## config.mk

```make
export PLATFORM = sky130hd
export DESIGN_NAME = vfa_ctrl
export DESIGN_NICKNAME = d
export VERILOG_FILES = /design/src/rtl/vfa_pkg.sv /design/src/rtl/vfa_blink_if.sv /design/src/rtl/vfa_blink_timer.sv /design/src/rtl/vfa_ctrl.sv
export SDC_FILE = /design/constraint.sdc
export NUM_CORES = 1
export LEC_CHECK = 0
export BUFFER_PORTS_ARGS = -buffer_cell sky130_fd_sc_hd__buf_2
export CAP_MARGIN = 20
export CORE_AREA = 2 2 143 145
export CTS_CLUSTER_DIAMETER = 60
export DETAILED_ROUTE_END_ITERATION = 6
export DIE_AREA = 0 0 145 147
export PLACE_DENSITY = 0.74
export REMOVE_ABC_BUFFERS = 1
export SLEW_MARGIN = 20
export SYNTH_ARGS = -nofsm -noshare
export SYNTH_HDL_FRONTEND = slang
export SYNTH_SLANG_ARGS = --single-unit
```

## constraint.sdc

```tcl
create_clock -name clk -period 2 [get_ports clk]
set_input_delay 0.1 -clock clk [delete_from_list [all_inputs] [get_ports clk]]
set_output_delay 0.1 -clock clk [all_outputs]
set_load 0.05 [all_outputs]
```

## src/rtl/vfa_pkg.sv

```systemverilog
// Constants for the display configuration and annunciator control block
package vfa_pkg;
  // Command addresses seen by the serial front end
  localparam logic [7:0] VFA_CFG_ADDR = 8'h04;
  localparam logic [7:0] VFA_ANN_BASE = 8'h60;
  localparam int VFA_ANN_BYTES = 16;
  localparam logic [7:0] VFA_ANN_LAST = 8'h6F;
  localparam logic [7:0] VFA_CLR_LO = 8'h20;
  localparam logic [7:0] VFA_CLR_HI = 8'h7F;
  localparam logic [7:0] VFA_RD_NONE = 8'h00;

  // Configuration field positions
  localparam int VFA_CFG_RUN = 0;
  localparam int VFA_CFG_LOCK = 1;
  localparam int VFA_CFG_FAST = 2;
  localparam int VFA_CFG_IGNORED = 3;
  localparam int VFA_CFG_SYNC = 4;
  localparam int VFA_CFG_CLEAR = 5;
  localparam int VFA_CFG_DUAL = 6;
  localparam int VFA_CFG_PHASE = 7;

  // Reset values
  localparam logic [7:0] VFA_CFG_RESET = 8'h00;
  localparam logic [7:0] VFA_ANN_RESET = 8'h00;

  // Annunciator field encodings
  localparam logic [1:0] VFA_IND_OFF = 2'h0;
  localparam logic [1:0] VFA_IND_FIRST = 2'h1;
  localparam logic [1:0] VFA_IND_SECOND = 2'h2;
  localparam logic [1:0] VFA_IND_STEADY = 2'h3;

  // Blink timing
  localparam int VFA_CLK_HZ = 10000000;
  localparam int VFA_SLOW_HALF_MS = 1000;
  localparam int VFA_FAST_HALF_MS = 500;
  localparam int VFA_SLOW_HALF_CYC = VFA_SLOW_HALF_MS * (VFA_CLK_HZ / 1000);
  localparam int VFA_FAST_HALF_CYC = VFA_FAST_HALF_MS * (VFA_CLK_HZ / 1000);
  localparam int VFA_CNT_W = 24;
endpackage : vfa_pkg

```

## src/rtl/vfa_blink_if.sv

```systemverilog
// Link between the control block and its shared blink timebase
`timescale 1ns/100ps
interface vfa_blink_if;
  logic fast;
  logic sync;
  logic phase;
  modport ctrl (output fast, output sync, input phase);
  modport timer (input fast, input sync, output phase);
endinterface : vfa_blink_if

```

## src/rtl/vfa_blink_timer.sv

```systemverilog
// Shared blink timebase for cursor and annunciators
`timescale 1ns/100ps
module vfa_blink_timer
  import vfa_pkg::*;
#(
  parameter int SLOW_HALF = VFA_SLOW_HALF_CYC,
  parameter int FAST_HALF = VFA_FAST_HALF_CYC
) (
  // Clock and reset
  input wire logic clk,
  input wire logic rst,
  // Control side
  vfa_blink_if.timer blink
);
  localparam logic [VFA_CNT_W-1:0] SLOW_LAST = VFA_CNT_W'(SLOW_HALF - 1);
  localparam logic [VFA_CNT_W-1:0] FAST_LAST = VFA_CNT_W'(FAST_HALF - 1);

  logic [VFA_CNT_W-1:0] cnt_r;
  logic [VFA_CNT_W-1:0] cnt_nxt;
  logic phase_r;
  logic phase_nxt;
  wire logic [VFA_CNT_W-1:0] half_last = blink.fast ? FAST_LAST : SLOW_LAST; // [RULE6]
  wire logic wrap = (cnt_r >= half_last);

  // Sync restarts the first half from zero
  assign cnt_nxt = (blink.sync || wrap) ? '0 : cnt_r + 1'b1; // [RULE7]
  assign phase_nxt = blink.sync ? 1'b0 : (wrap ? ~phase_r : phase_r); // [RULE7]

  always_ff @(posedge clk) begin
    if (rst) begin
      cnt_r <= '0;
      phase_r <= 1'b0;
    end else begin
      cnt_r <= cnt_nxt;
      phase_r <= phase_nxt;
    end
  end

  assign blink.phase = phase_r; // [RULE12]

  chk_sync_restarts_phase: assert property (@(posedge clk) disable iff (rst) // [RULE7]
    blink.sync |=> (phase_r == 1'b0) && (cnt_r == '0))
    else $error("blink sync did not restart the timebase");

  chk_phase_toggle_wrap: assert property (@(posedge clk) disable iff (rst) // [RULE6]
    (!blink.sync && wrap) |=> (phase_r != $past(phase_r)))
    else $error("blink phase did not toggle at half period end");

  chk_phase_stable_mid: assert property (@(posedge clk) disable iff (rst) // [RULE6]
    (!blink.sync && !wrap) |=> $stable(phase_r) && (cnt_r == $past(cnt_r) + 1'b1))
    else $error("blink phase changed inside a half period");
endmodule : vfa_blink_timer

```

## src/rtl/vfa_ctrl.sv

```systemverilog
// Configuration register and annunciator control for the display controller
//
// Contract
// RULE1: Annunciator byte holds four 2-bit fields.
// RULE2: 00 keeps dark, 11 lights steadily.
// RULE3: 01 lights first half, 10 second half.
// RULE4: Config bit 0: 0 shutdown, 1 run.
// RULE5: Config bit 1 holds lock state.
// RULE6: Config bit 2 selects slow or fast blink.
// RULE7: Writing bit 4 one restarts blink timers.
// RULE8: Writing bit 5 one clears display data.
// RULE9: Config bit 6 selects one or two digits.
// RULE10: Config bit 3 is ignored.
// RULE11: Readback bit 7 shows blink phase.
// RULE12: Cursor and annunciators share one timebase.
`timescale 1ns/100ps
module vfa_ctrl
  import vfa_pkg::*;
#(
  parameter int SLOW_HALF = VFA_SLOW_HALF_CYC,
  parameter int FAST_HALF = VFA_FAST_HALF_CYC
) (
  // Clock and reset
  input wire logic clk,
  input wire logic rst,
  // Register writes, applied at the acknowledge of the data byte
  input wire logic wr_ack,
  input wire logic [7:0] wr_addr,
  input wire logic [7:0] wr_data,
  // Register reads
  input wire logic rd_en,
  input wire logic [7:0] rd_addr,
  output logic [7:0] rd_data,
  output logic rd_valid,
  // Configuration state
  output logic normal_mode,
  output logic cfg_locked,
  output logic fast_blink,
  output logic two_digit_mode,
  // Shared blink timebase and one-cycle actions
  output logic blink_phase,
  output logic cursor_phase,
  output logic blink_sync_pulse,
  output logic seg_clear_pulse,
  // Annunciator drive, four per byte
  output logic [VFA_ANN_BYTES*4-1:0] indicator_lit
);
  localparam int ANN_IDX_W = $clog2(VFA_ANN_BYTES);

  // Storage
  logic [7:0] cfg_r;
  logic [7:0] cfg_nxt;
  logic [7:0] ann_r [VFA_ANN_BYTES];
  logic [7:0] rd_data_r;
  logic rd_valid_r;
  logic sync_r;
  logic clear_r;
  logic [VFA_ANN_BYTES*4-1:0] lit_r;

  vfa_blink_if blink ();

  // Address decode
  wire logic cfg_hit_w = (wr_addr == VFA_CFG_ADDR);
  wire logic ann_hit_w = (wr_addr >= VFA_ANN_BASE) && (wr_addr <= VFA_ANN_LAST);
  wire logic cfg_wr = wr_ack && cfg_hit_w;
  wire logic ann_wr = wr_ack && ann_hit_w;
  wire logic [7:0] ann_off_w = wr_addr - VFA_ANN_BASE;
  wire logic [ANN_IDX_W-1:0] ann_wr_idx = ann_off_w[ANN_IDX_W-1:0];
  wire logic cfg_rd_hit = (rd_addr == VFA_CFG_ADDR);
  wire logic ann_rd_hit = (rd_addr >= VFA_ANN_BASE) && (rd_addr <= VFA_ANN_LAST);
  wire logic [7:0] ann_rd_off = rd_addr - VFA_ANN_BASE;
  wire logic [ANN_IDX_W-1:0] ann_rd_idx = ann_rd_off[ANN_IDX_W-1:0];

  // Action bits act during the acknowledge and are not stored
  wire logic sync_req = cfg_wr && wr_data[VFA_CFG_SYNC]; // [RULE7]
  wire logic clear_req = cfg_wr && wr_data[VFA_CFG_CLEAR]; // [RULE8]
  // Annunciator bytes sit inside the cleared range
  wire logic ann_in_clear = (VFA_ANN_BASE >= VFA_CLR_LO) && (VFA_ANN_LAST <= VFA_CLR_HI);

  // Stored configuration: run, lock, rate and mode; bit 3 dropped
  always_comb begin
    cfg_nxt = cfg_r;
    if (cfg_wr) begin
      cfg_nxt[VFA_CFG_RUN] = wr_data[VFA_CFG_RUN]; // [RULE4]
      cfg_nxt[VFA_CFG_LOCK] = wr_data[VFA_CFG_LOCK]; // [RULE5]
      cfg_nxt[VFA_CFG_FAST] = wr_data[VFA_CFG_FAST]; // [RULE6]
      cfg_nxt[VFA_CFG_DUAL] = wr_data[VFA_CFG_DUAL]; // [RULE9]
      cfg_nxt[VFA_CFG_IGNORED] = 1'b0; // [RULE10]
      cfg_nxt[VFA_CFG_SYNC] = 1'b0;
      cfg_nxt[VFA_CFG_CLEAR] = 1'b0;
      cfg_nxt[VFA_CFG_PHASE] = 1'b0;
    end
  end

  always_ff @(posedge clk) begin
    if (rst) begin
      cfg_r <= VFA_CFG_RESET;
      sync_r <= 1'b0;
      clear_r <= 1'b0;
    end else begin
      cfg_r <= cfg_nxt;
      sync_r <= sync_req;
      clear_r <= clear_req;
    end
  end

  // Shared blink timebase
  assign blink.fast = cfg_r[VFA_CFG_FAST]; // [RULE6]
  assign blink.sync = sync_req; // [RULE7]

  vfa_blink_timer #(
    .SLOW_HALF(SLOW_HALF),
    .FAST_HALF(FAST_HALF)
  ) u_timer (
    .clk(clk),
    .rst(rst),
    .blink(blink.timer)
  );

  // Annunciator bytes and their decode
  genvar gb;
  genvar gf;
  generate
    for (gb = 0; gb < VFA_ANN_BYTES; gb++) begin : g_byte
      wire logic this_wr = ann_wr && (ann_wr_idx == ANN_IDX_W'(gb));
      always_ff @(posedge clk) begin
        if (rst) begin
          ann_r[gb] <= VFA_ANN_RESET;
        end else if (clear_req && ann_in_clear) begin
          ann_r[gb] <= VFA_ANN_RESET; // [RULE8]
        end else if (this_wr) begin
          ann_r[gb] <= wr_data;
        end
      end
      for (gf = 0; gf < 4; gf++) begin : g_field
        // Field gf of byte gb lives in bits 2*gf+1 : 2*gf
        wire logic [1:0] fld = ann_r[gb][2*gf+1:2*gf]; // [RULE1]
        wire logic on_w = (fld == VFA_IND_STEADY) || // [RULE2]
                          ((fld == VFA_IND_FIRST) && !blink.phase) || // [RULE3]
                          ((fld == VFA_IND_SECOND) && blink.phase); // [RULE3]
        always_ff @(posedge clk) begin
          if (rst) begin
            lit_r[gb*4+gf] <= 1'b0;
          end else begin
            lit_r[gb*4+gf] <= on_w && cfg_r[VFA_CFG_RUN]; // [RULE4]
          end
        end
      end
    end
  endgenerate

  // Readback with the live blink phase in bit 7
  wire logic [7:0] cfg_view = {blink.phase, cfg_r[6:0]}; // [RULE11]
  wire logic [7:0] rd_mux = cfg_rd_hit ? cfg_view :
                            (ann_rd_hit ? ann_r[ann_rd_idx] : VFA_RD_NONE);

  always_ff @(posedge clk) begin
    if (rst) begin
      rd_data_r <= 8'h00;
      rd_valid_r <= 1'b0;
    end else begin
      rd_valid_r <= rd_en;
      if (rd_en) begin
        rd_data_r <= rd_mux;
      end
    end
  end

  // Outputs
  assign rd_data = rd_data_r;
  assign rd_valid = rd_valid_r;
  assign normal_mode = cfg_r[VFA_CFG_RUN]; // [RULE4]
  assign cfg_locked = cfg_r[VFA_CFG_LOCK]; // [RULE5]
  assign fast_blink = cfg_r[VFA_CFG_FAST];
  assign two_digit_mode = cfg_r[VFA_CFG_DUAL]; // [RULE9]
  assign blink_phase = blink.phase;
  assign cursor_phase = blink.phase; // [RULE12]
  assign blink_sync_pulse = sync_r;
  assign seg_clear_pulse = clear_r; // [RULE8]
  assign indicator_lit = lit_r;

  // Checks
  chk_field_dark: assert property (@(posedge clk) disable iff (rst) // [RULE2]
    (ann_r[0][1:0] == VFA_IND_OFF) |=> !indicator_lit[0])
    else $error("dark field lit its annunciator");

  chk_field_steady: assert property (@(posedge clk) disable iff (rst) // [RULE2]
    (ann_r[0][7:6] == VFA_IND_STEADY && cfg_r[VFA_CFG_RUN]) |=> indicator_lit[3])
    else $error("steady field not lit");

  chk_first_half: assert property (@(posedge clk) disable iff (rst) // [RULE3]
    (ann_r[1][3:2] == VFA_IND_FIRST && cfg_r[VFA_CFG_RUN])
      |=> (indicator_lit[5] == !$past(blink_phase)))
    else $error("first-half field lit in wrong phase");

  chk_second_half: assert property (@(posedge clk) disable iff (rst) // [RULE3]
    (ann_r[1][5:4] == VFA_IND_SECOND && cfg_r[VFA_CFG_RUN])
      |=> (indicator_lit[6] == $past(blink_phase)))
    else $error("second-half field lit in wrong phase");

  chk_field_position: assert property (@(posedge clk) disable iff (rst) // [RULE1]
    (ann_wr && ann_wr_idx == '0 && !clear_req && wr_data == 8'h0C && cfg_r[VFA_CFG_RUN]
      && cfg_nxt[VFA_CFG_RUN])
      |=> ##1 (indicator_lit[3:0] == 4'h2))
    else $error("annunciator field positions wrong");

  chk_shutdown_dark: assert property (@(posedge clk) disable iff (rst) // [RULE4]
    !normal_mode |=> (indicator_lit == '0))
    else $error("annunciator lit in shutdown");

  chk_cfg_store: assert property (@(posedge clk) disable iff (rst) // [RULE5]
    cfg_wr |=> (cfg_locked == $past(wr_data[VFA_CFG_LOCK]))
      && (normal_mode == $past(wr_data[VFA_CFG_RUN]))
      && (two_digit_mode == $past(wr_data[VFA_CFG_DUAL]))
      && (fast_blink == $past(wr_data[VFA_CFG_FAST])))
    else $error("configuration write not stored");

  chk_bit3_ignored: assert property (@(posedge clk) disable iff (rst) // [RULE10]
    cfg_wr |=> (cfg_r[VFA_CFG_IGNORED] == 1'b0))
    else $error("ignored configuration bit was stored");

  chk_sync_pulse: assert property (@(posedge clk) disable iff (rst) // [RULE7]
    sync_req |=> blink_sync_pulse && !blink_phase)
    else $error("sync write did not restart blink phase");

  chk_clear_data: assert property (@(posedge clk) disable iff (rst) // [RULE8]
    clear_req |=> seg_clear_pulse && (ann_r[VFA_ANN_BYTES-1] == VFA_ANN_RESET)
      && (ann_r[0] == VFA_ANN_RESET))
    else $error("global clear did not clear display data");

  chk_no_clear_zero: assert property (@(posedge clk) disable iff (rst) // [RULE8]
    (cfg_wr && !wr_data[VFA_CFG_CLEAR]) |=> !seg_clear_pulse)
    else $error("clear fired without its bit");

  chk_phase_readback: assert property (@(posedge clk) disable iff (rst) // [RULE11]
    (rd_en && cfg_rd_hit) |=> rd_valid && (rd_data[7] == $past(blink_phase)))
    else $error("readback bit 7 does not match blink phase");

  chk_shared_phase: assert property (@(posedge clk) disable iff (rst) // [RULE12]
    cursor_phase == blink_phase)
    else $error("cursor and annunciator phases differ");

  chk_run_hold: assert property (@(posedge clk) disable iff (rst) // [RULE4]
    !cfg_wr |=> $stable(normal_mode))
    else $error("power state changed without a configuration write");

  chk_lock_hold: assert property (@(posedge clk) disable iff (rst) // [RULE5]
    !cfg_wr |=> $stable(cfg_locked))
    else $error("lock state changed without a configuration write");

  chk_rate_hold: assert property (@(posedge clk) disable iff (rst) // [RULE6]
    !cfg_wr |=> $stable(fast_blink))
    else $error("blink rate changed without a configuration write");

  chk_mode_hold: assert property (@(posedge clk) disable iff (rst) // [RULE9]
    !cfg_wr |=> $stable(two_digit_mode))
    else $error("display mode changed without a configuration write");

  chk_no_sync_zero: assert property (@(posedge clk) disable iff (rst) // [RULE7]
    (cfg_wr && !wr_data[VFA_CFG_SYNC]) |=> !blink_sync_pulse)
    else $error("sync fired without its bit");

  chk_sync_cause: assert property (@(posedge clk) disable iff (rst) // [RULE7]
    blink_sync_pulse |-> $past(sync_req))
    else $error("sync pulse without a sync write");

  chk_clear_zero_keeps: assert property (@(posedge clk) disable iff (rst) // [RULE8]
    (cfg_wr && !wr_data[VFA_CFG_CLEAR])
      |=> $stable(ann_r[0]) && $stable(ann_r[VFA_ANN_BYTES-1]))
    else $error("annunciator data changed without clear bit");

  chk_clear_cause: assert property (@(posedge clk) disable iff (rst) // [RULE8]
    seg_clear_pulse |-> $past(clear_req))
    else $error("clear pulse without a clear write");

  chk_ann_store_first: assert property (@(posedge clk) disable iff (rst) // [RULE1]
    (ann_wr && ann_wr_idx == '0 && !clear_req) |=> (ann_r[0] == $past(wr_data)))
    else $error("first annunciator byte not stored");

  chk_ann_store_last: assert property (@(posedge clk) disable iff (rst) // [RULE1]
    (ann_wr && ann_wr_idx == ANN_IDX_W'(VFA_ANN_BYTES - 1) && !clear_req)
      |=> (ann_r[VFA_ANN_BYTES-1] == $past(wr_data)))
    else $error("last annunciator byte not stored");

  chk_ann_readback: assert property (@(posedge clk) disable iff (rst) // [RULE1]
    (rd_en && ann_rd_hit && ann_rd_idx == '0)
      |=> rd_valid && (rd_data == $past(ann_r[0])))
    else $error("annunciator readback wrong");

  chk_cfg_read_bits: assert property (@(posedge clk) disable iff (rst) // [RULE10]
    (rd_en && cfg_rd_hit) |=> (rd_data[VFA_CFG_IGNORED] == 1'b0)
      && (rd_data[VFA_CFG_SYNC] == 1'b0) && (rd_data[VFA_CFG_CLEAR] == 1'b0))
    else $error("unstored configuration bits read back set");

  chk_steady_last: assert property (@(posedge clk) disable iff (rst) // [RULE2]
    (ann_r[VFA_ANN_BYTES-1][1:0] == VFA_IND_STEADY && cfg_r[VFA_CFG_RUN])
      |=> indicator_lit[VFA_ANN_BYTES*4-4])
    else $error("steady field of last byte not lit");

  chk_dark_last: assert property (@(posedge clk) disable iff (rst) // [RULE2]
    (ann_r[VFA_ANN_BYTES-1][7:6] == VFA_IND_OFF) |=> !indicator_lit[VFA_ANN_BYTES*4-1])
    else $error("dark field of last byte lit");

  chk_read_valid: assert property (@(posedge clk) disable iff (rst) // [RULE11]
    rd_en |=> rd_valid)
    else $error("read request not answered");

  chk_read_idle: assert property (@(posedge clk) disable iff (rst) // [RULE11]
    !rd_en |=> !rd_valid)
    else $error("read answer without a request");
endmodule : vfa_ctrl

```

# [Word level (Yosys, flattened, before mapping)]
# Memories as Yosys holds them, arrays and structs flattened.
# Cells that the tools add are included.
[totals] wordCells=773 reg_bits=104 inputBits=28 output_inout_bits=81 ramBits=128 n_memories=1
[mem_list] memory="ann_r" words=16 word_bits=8 read_ports=17 rd_clocked_by_memory_dff=0 write_ports=16 line="vfa_ctrl.sv:53" source="logic [7:0] ann_r [VFA_ANN_BYTES];"
[op_classes] order_cmp=5 n_addsub=3 reduce_logical=347 bitwise=33 n_eq_ne=209 mux=104
[op_table] op="2-to-1 mux 8 bit" n=34
[op_table] op="equality test 2 bit (second input constant)" n=128
[op_table] op="logical AND 1 bit" n=214
[op_table] op="logical OR 1 bit" n=129
[op_table] op="equality test 2 x 1 -> 1 bit (second input constant)" n=64
[op_table] op="2-to-1 mux 1 bit" n=69
[op_table] op="equality test 4 bit (second input constant)" n=8
[op_table] op="bitwise OR 1 bit" n=32
[op_table] op="adder 24 x 1 -> 24 bit (second input constant)" n=1
[op_table] op="greater-or-equal comparator 24 bit" n=1
[op_table] op="2-to-1 mux 24 bit" n=1
[op_table] op="equality test 4 x 3 -> 1 bit (second input constant)" n=4
[op_table] op="equality test 8 x 3 -> 1 bit (second input constant)" n=2
[op_table] op="greater-or-equal comparator 8 x 7 -> 1 bit (second input constant)" n=2
[op_table] op="less-or-equal comparator 8 x 7 -> 1 bit (second input constant)" n=2
[op_table] op="equality test 4 x 2 -> 1 bit (second input constant)" n=2
[op_table] op="subtractor 4 x 1 -> 4 bit (second input constant)" n=2
[op_table] op="equality test 4 x 1 -> 1 bit (second input constant)" n=1
[op_table] op="logical NOT 4 bit" n=1
[op_table] op="OR reduction 2 bit" n=2
[op_table] op="logical NOT 1 bit" n=1
[op_table] op="NOT 1 bit" n=1

# [Longest topological paths before layout]
[logic_depth] depth_word=9 ltp_mapped=10 mapped_depth_nobuf=8

# [By module]
# A second synthesis with hierarchy kept.
[unflattened] hier_cells=852 hier_area_um2=10385.0
[modules_own_cells] module="vfa_ctrl" instances=1 seq_area_each_um2=5425.2 cells_each=701 area_per_inst_um2=9039.9
[modules_own_cells] module="vfa_blink_timer" instances=1 seq_area_each_um2=500.5 cells_each=151 area_per_inst_um2=1345.0

# [Worst setup path after synthesis]
# Ideal clock, no wire load.
[synth_timing] kind="reg2reg" from="reg cfg_r[2]" to="reg u_timer.cnt_r[7]" t_required_ps=1938 n_path_buf=2 stages_incl_launch_ff=11 period_less_slack_ps=2605 t_arrival_ps=2543 setup_ps=62 setup_slack_ps=-605 cell_sequence="dfxtp_1 inv_1 ha_1 o21ai_0 o21ai_0 a211oi_2 o21ai_1 or3_1 buf_6 buf_12 nor2_4"
[synth_via] elab_chain_len=4
[synth_rtl] element="start: declaration" line="vfa_ctrl.sv:51" source="logic [7:0] cfg_r;"
[synth_rtl] element="start signal: assignment" line="vfa_ctrl.sv:101" source="cfg_r <= cfg_nxt;"
[synth_rtl] element="2-to-1 mux 24 bit" line="vfa_blink_timer.sv:22" source="wire logic [VFA_CNT_W-1:0] half_last = blink.fast ? FAST_LAST : SLOW_LAST;"
[synth_rtl] element="greater-or-equal comparator 24 bit" line="vfa_blink_timer.sv:23" source="wire logic wrap = (cnt_r >= half_last);"
[synth_rtl] element="logical OR 1 bit" line="vfa_blink_timer.sv:26" source="assign cnt_nxt = (blink.sync || wrap) ? '0 : cnt_r + 1'b1;"
[synth_rtl] element="OR reduction 2 bit (no line)"
[synth_rtl] element="end signal: assignment" line="vfa_blink_timer.sv:34" source="cnt_r <= cnt_nxt;"
[synth_rtl] element="end: declaration" line="vfa_blink_timer.sv:18" source="logic [VFA_CNT_W-1:0] cnt_r;"
# Every way passes these cells.
# A chain may end at the register's enable or synchronous reset.

# [Final worst setup path]
[layout_timing] from="reg cfg_r[2]" to="reg u_timer.cnt_r[0]"
# Same word-level chain as after synthesis.

==> flow_summary_export.csv <==
group,metric,value,unit
floorplan,initial_core_util,0.518,
critical_path,worstSetupPathType,"register to register",
critical_path,r2r_end,"u_timer.cnt_r[0]",
sta,hold_violations,0,
clock_tree,cts_max_level,1,
grt,grt_pass1_vias,6877,
grt,grt_max_degree,32,
detailed_routing,drt_first_pass_iters,5,
clock_tree,clock-sinks,232,
worst_hold_path,worstHoldPathType,"input port to register",
floorplan,die-area,21300,sq um
critical_path,cp-start-kind,"register",
sta,relSlewSlack,0.631,
clock_tree,tritoncts,"built",
run_status,violations,"setup timing",
detailed_routing,num_vias,6975,
detailed_routing,ant_nets,0,
yosys,synth-async-reset-ratio,0,
cells_and_area,drive_gt1_frac,0.302,
critical_path,cp.required,2.45,ns
clock_tree,root_buffer,"clkbuf_16",
critical_path,crit_slowest_cell,"or3_4",
grt,grt_first_pass_wirelength,38700,microns
sta,rsz0062_at_grt,"yes",
power,power_per_cell_area,825,nW/um^2
floorplan,core-area,19800,sq um
critical_path,r2r_cells,8,
job,maxCapViolations,0,
critical_path,end_kind,"register",
grt,antenna_found_initial,0,
placement,placed_cells,1238,
placement,gp_congestion,0.906,
critical_path,crit_end,"u_timer.cnt_r[0]",
yosys,synth_edf_count,128,
detailed_routing,vias_per_cell,5.42,
yosys,synth_warnings,0,
yosys,synth.distinct_cells,55,
sta,setup-violations-final,24,
detailed_routing,wl_per_cell,19.4,microns
sta,fin_crit_sh,1.07,
sta,drv_slew,0,
yosys,yosysSeqAreaShare,0.576,
critical_path,r2r-start,"cfg_r[2]",
clock_tree,post_cts_buffers,0,
yosys,yosysTopAreaCell,"edfxtp_1",
critical_path,timing.reg2reg.setup_slack,-0.14,ns
floorplan,chipHeight,147,microns
critical_path,path_cells,"ha_4, and3_4, a211o_1, a211oi_2, o21ai_2, or3_4, buf_16, nor2_2",
yosys,syn_inst,824,
clock_tree,cts_made_buffers,24,
placement,io_buffers,108,
yosys,ys.flop_type,"edfxtp_1",
yosys,synthTopCellsByArea,"edfxtp_1, dfxtp_1, mux2i_1, and2_1, mux4_2",
clock_tree,clkLatencyLatePin,0.52,ns
cells_and_area,mostFrequentLayoutCells,"edfxtp_1, and2_1, buf_2",
power,leakage,4.84,nW
yosys,syn-cell-area,10300,sq um
cells_and_area,nets,1038,
cells_and_area,final_common_cell,"edfxtp_1",
clock_tree,cts_max_path_buffers,3,
sta,worst_pin_slew,0.553,ns
sta,finalCriticalPeriod,2.14,ns
cells_and_area,fill_cells,1525,
critical_path,slowest_delay,0.44,ns
cells_and_area,instances_no_fill,1286,
sta,layout_setup_ws,-0.135,ns
placement,dpl_cell_area,11700,sq um
floorplan,pin_count,109,
run_status,outcome,"complete, but fails checks",
detailed_routing,drt_iter0_markers,639,
clock_tree,cts.clk_slew.worst_paths,0.06,ns
grt,grt_use_total,0.234,
sta,fin_skew,0.0189,ns
sta,fmax,0.468,GHz
placement,post-dp-hpwl,17600,microns
floorplan,rows,52,
yosys,synth_top_area_frac,0.374,
detailed_routing,wirelength,24900,microns
yosys,ys_ff_latch,232,
floorplan,die_w,145,microns
yosys,synth_area_per_cell,12.5,sq um
critical_path,crit_fanout,8,
cells_and_area,n_antenna_cell,0,
critical_path,cp.arrival,2.59,ns
critical_path,cp-startpoint,"cfg_r[2]",
cells_and_area,stdcell_area,12600,sq um
power,max-vdd-ir-drop,857,uV
cells_and_area,syn_to_final_growth,22.8,%
detailed_routing,post-route-drc-count,0,
grt,grt_overflow,0,
[cell usage after synthesis (all sizes together) (3+ instances only)]
cell type / count
a21oi: 3
a221oi: 6
a311oi: 3
and2: 118
and3: 11
and4: 3
buf: 23
clkbuf: 26
dfxtp: 104
edfxtp: 128
ha: 12
inv: 8
mux2i: 82
mux4: 27
nand2: 19
nand2b: 10
nand3: 17
nand4: 6
nor2: 118
nor2b: 9
nor3: 19
nor4: 3
o21ai: 16
o221ai: 6
o22ai: 3
o32ai: 3
xnor2: 9
xor2: 14
[critical path, delay by kind of cell (launching register included)]
| family | cells | cell delay (ns) |
|---|---|---|
| simple gates | 3 | 0.68 |
| fa+ha+maj | 1 | 0.20 |
| compound gates | 3 | 0.64 |
| flops | 1 | 0.36 |
| buf+inv | 1 | 0.18 |
[state kept, by name, summed over array words and instances, names as in the netlist]
register / flops
ann_r: 128
blink_sync_pulse: 1
cfg_r: 4
indicator_lit: 64
rd_data: 8
rd_valid: 1
seg_clear_pulse: 1
u_timer.blink.phase: 1
u_timer.cnt_r: 24
[layout make-up]
type                    count  area, sq um  share of cell area
flip-flops and latches    232         5930               0.470
clock buffers              26          618              0.0490
inverters                   8         30.0             0.00238
clock inverters            18          194              0.0154
well taps                 270          338              0.0268
multi-input cells         535         4160               0.330
repair buffers            197         1350               0.107
[timing repair]
action | in CTS | in global routing
hold buffers | 3 | 0
pin swaps | 28 | 2
resized for setup | 11 | 4
endpoints found under the hold margin | 12 | 0
setup endpoints to repair | 24 | 24
cloned | 1 | 0
[worst min path at each step]
| stage | start | endpoint | cells past startpoint |
|---|---|---|---|
| after floorplan | rst | rd_data[0] | 1 |
| after global placement | rst | cfg_r[6] | 2 |
| after detailed placement | rst | cfg_r[0] | 2 |
| after CTS | rd_addr[5] | rd_data[7] | 4 |
| after global routing | wr_data[4] | u_timer.blink.phase | 3 |
| final | rd_addr[5] | rd_data[7] | 4 |
[per-stage QoR]
stage / TNS [ns] / utilization / setup WS, ns / total power [mW] / hold slack (ns)
global route: -4.24 / 0.636 / -0.201 / 10.8 / 0.0439
floorplan: -134.46 / - / -1.55 / 5.63 / 0.172
detailed placement: -5.69 / 0.588 / -0.251 / 5.98 / 0.455
finish: -2.93 / 0.636 / -0.135 / 10.4 / 0.0472
global placement: -5.23 / 0.588 / -0.232 / 5.97 / 0.451
CTS: -2.34 / 0.634 / -0.109 / 10.5 / 0.0284
[routing by layer]
metal	GRT usage	wire length, microns
met1	0.323	10500
met2	0.393	12200
met3	0.0304	1700
met4	0.0673	545
met5	0	0
[cell families (layout without fill, tap and decap cells)]
group,Yosys count,count (layout),share of synthesized area
AO/OA/AOI/OAI,48,48,0.0343
flip-flops,232,232,0.576
multiplexers,109,109,0.139
adder cells (fa/ha/maj),12,12,0.0146
buffers and inverters,57,249,0.0277
AND/OR/NAND/NOR,343,343,0.189
XOR/XNOR,23,23,0.0196
[power breakdown]
| part | leakage (nW) | switching [mW] | internal, mW | total, mW |
|---|---|---|---|---|
| clock network | 0.385 | 1.87 | 2.64 | 4.51 |
| logic | 2.40 | 0.385 | 0.274 | 0.659 |
| registers | 2.06 | 0.0820 | 5.16 | 5.25 |
| total | 4.84 | 2.34 | 8.08 | 10.4 |
No activity file was read; power rests on OpenSTA's default activity.
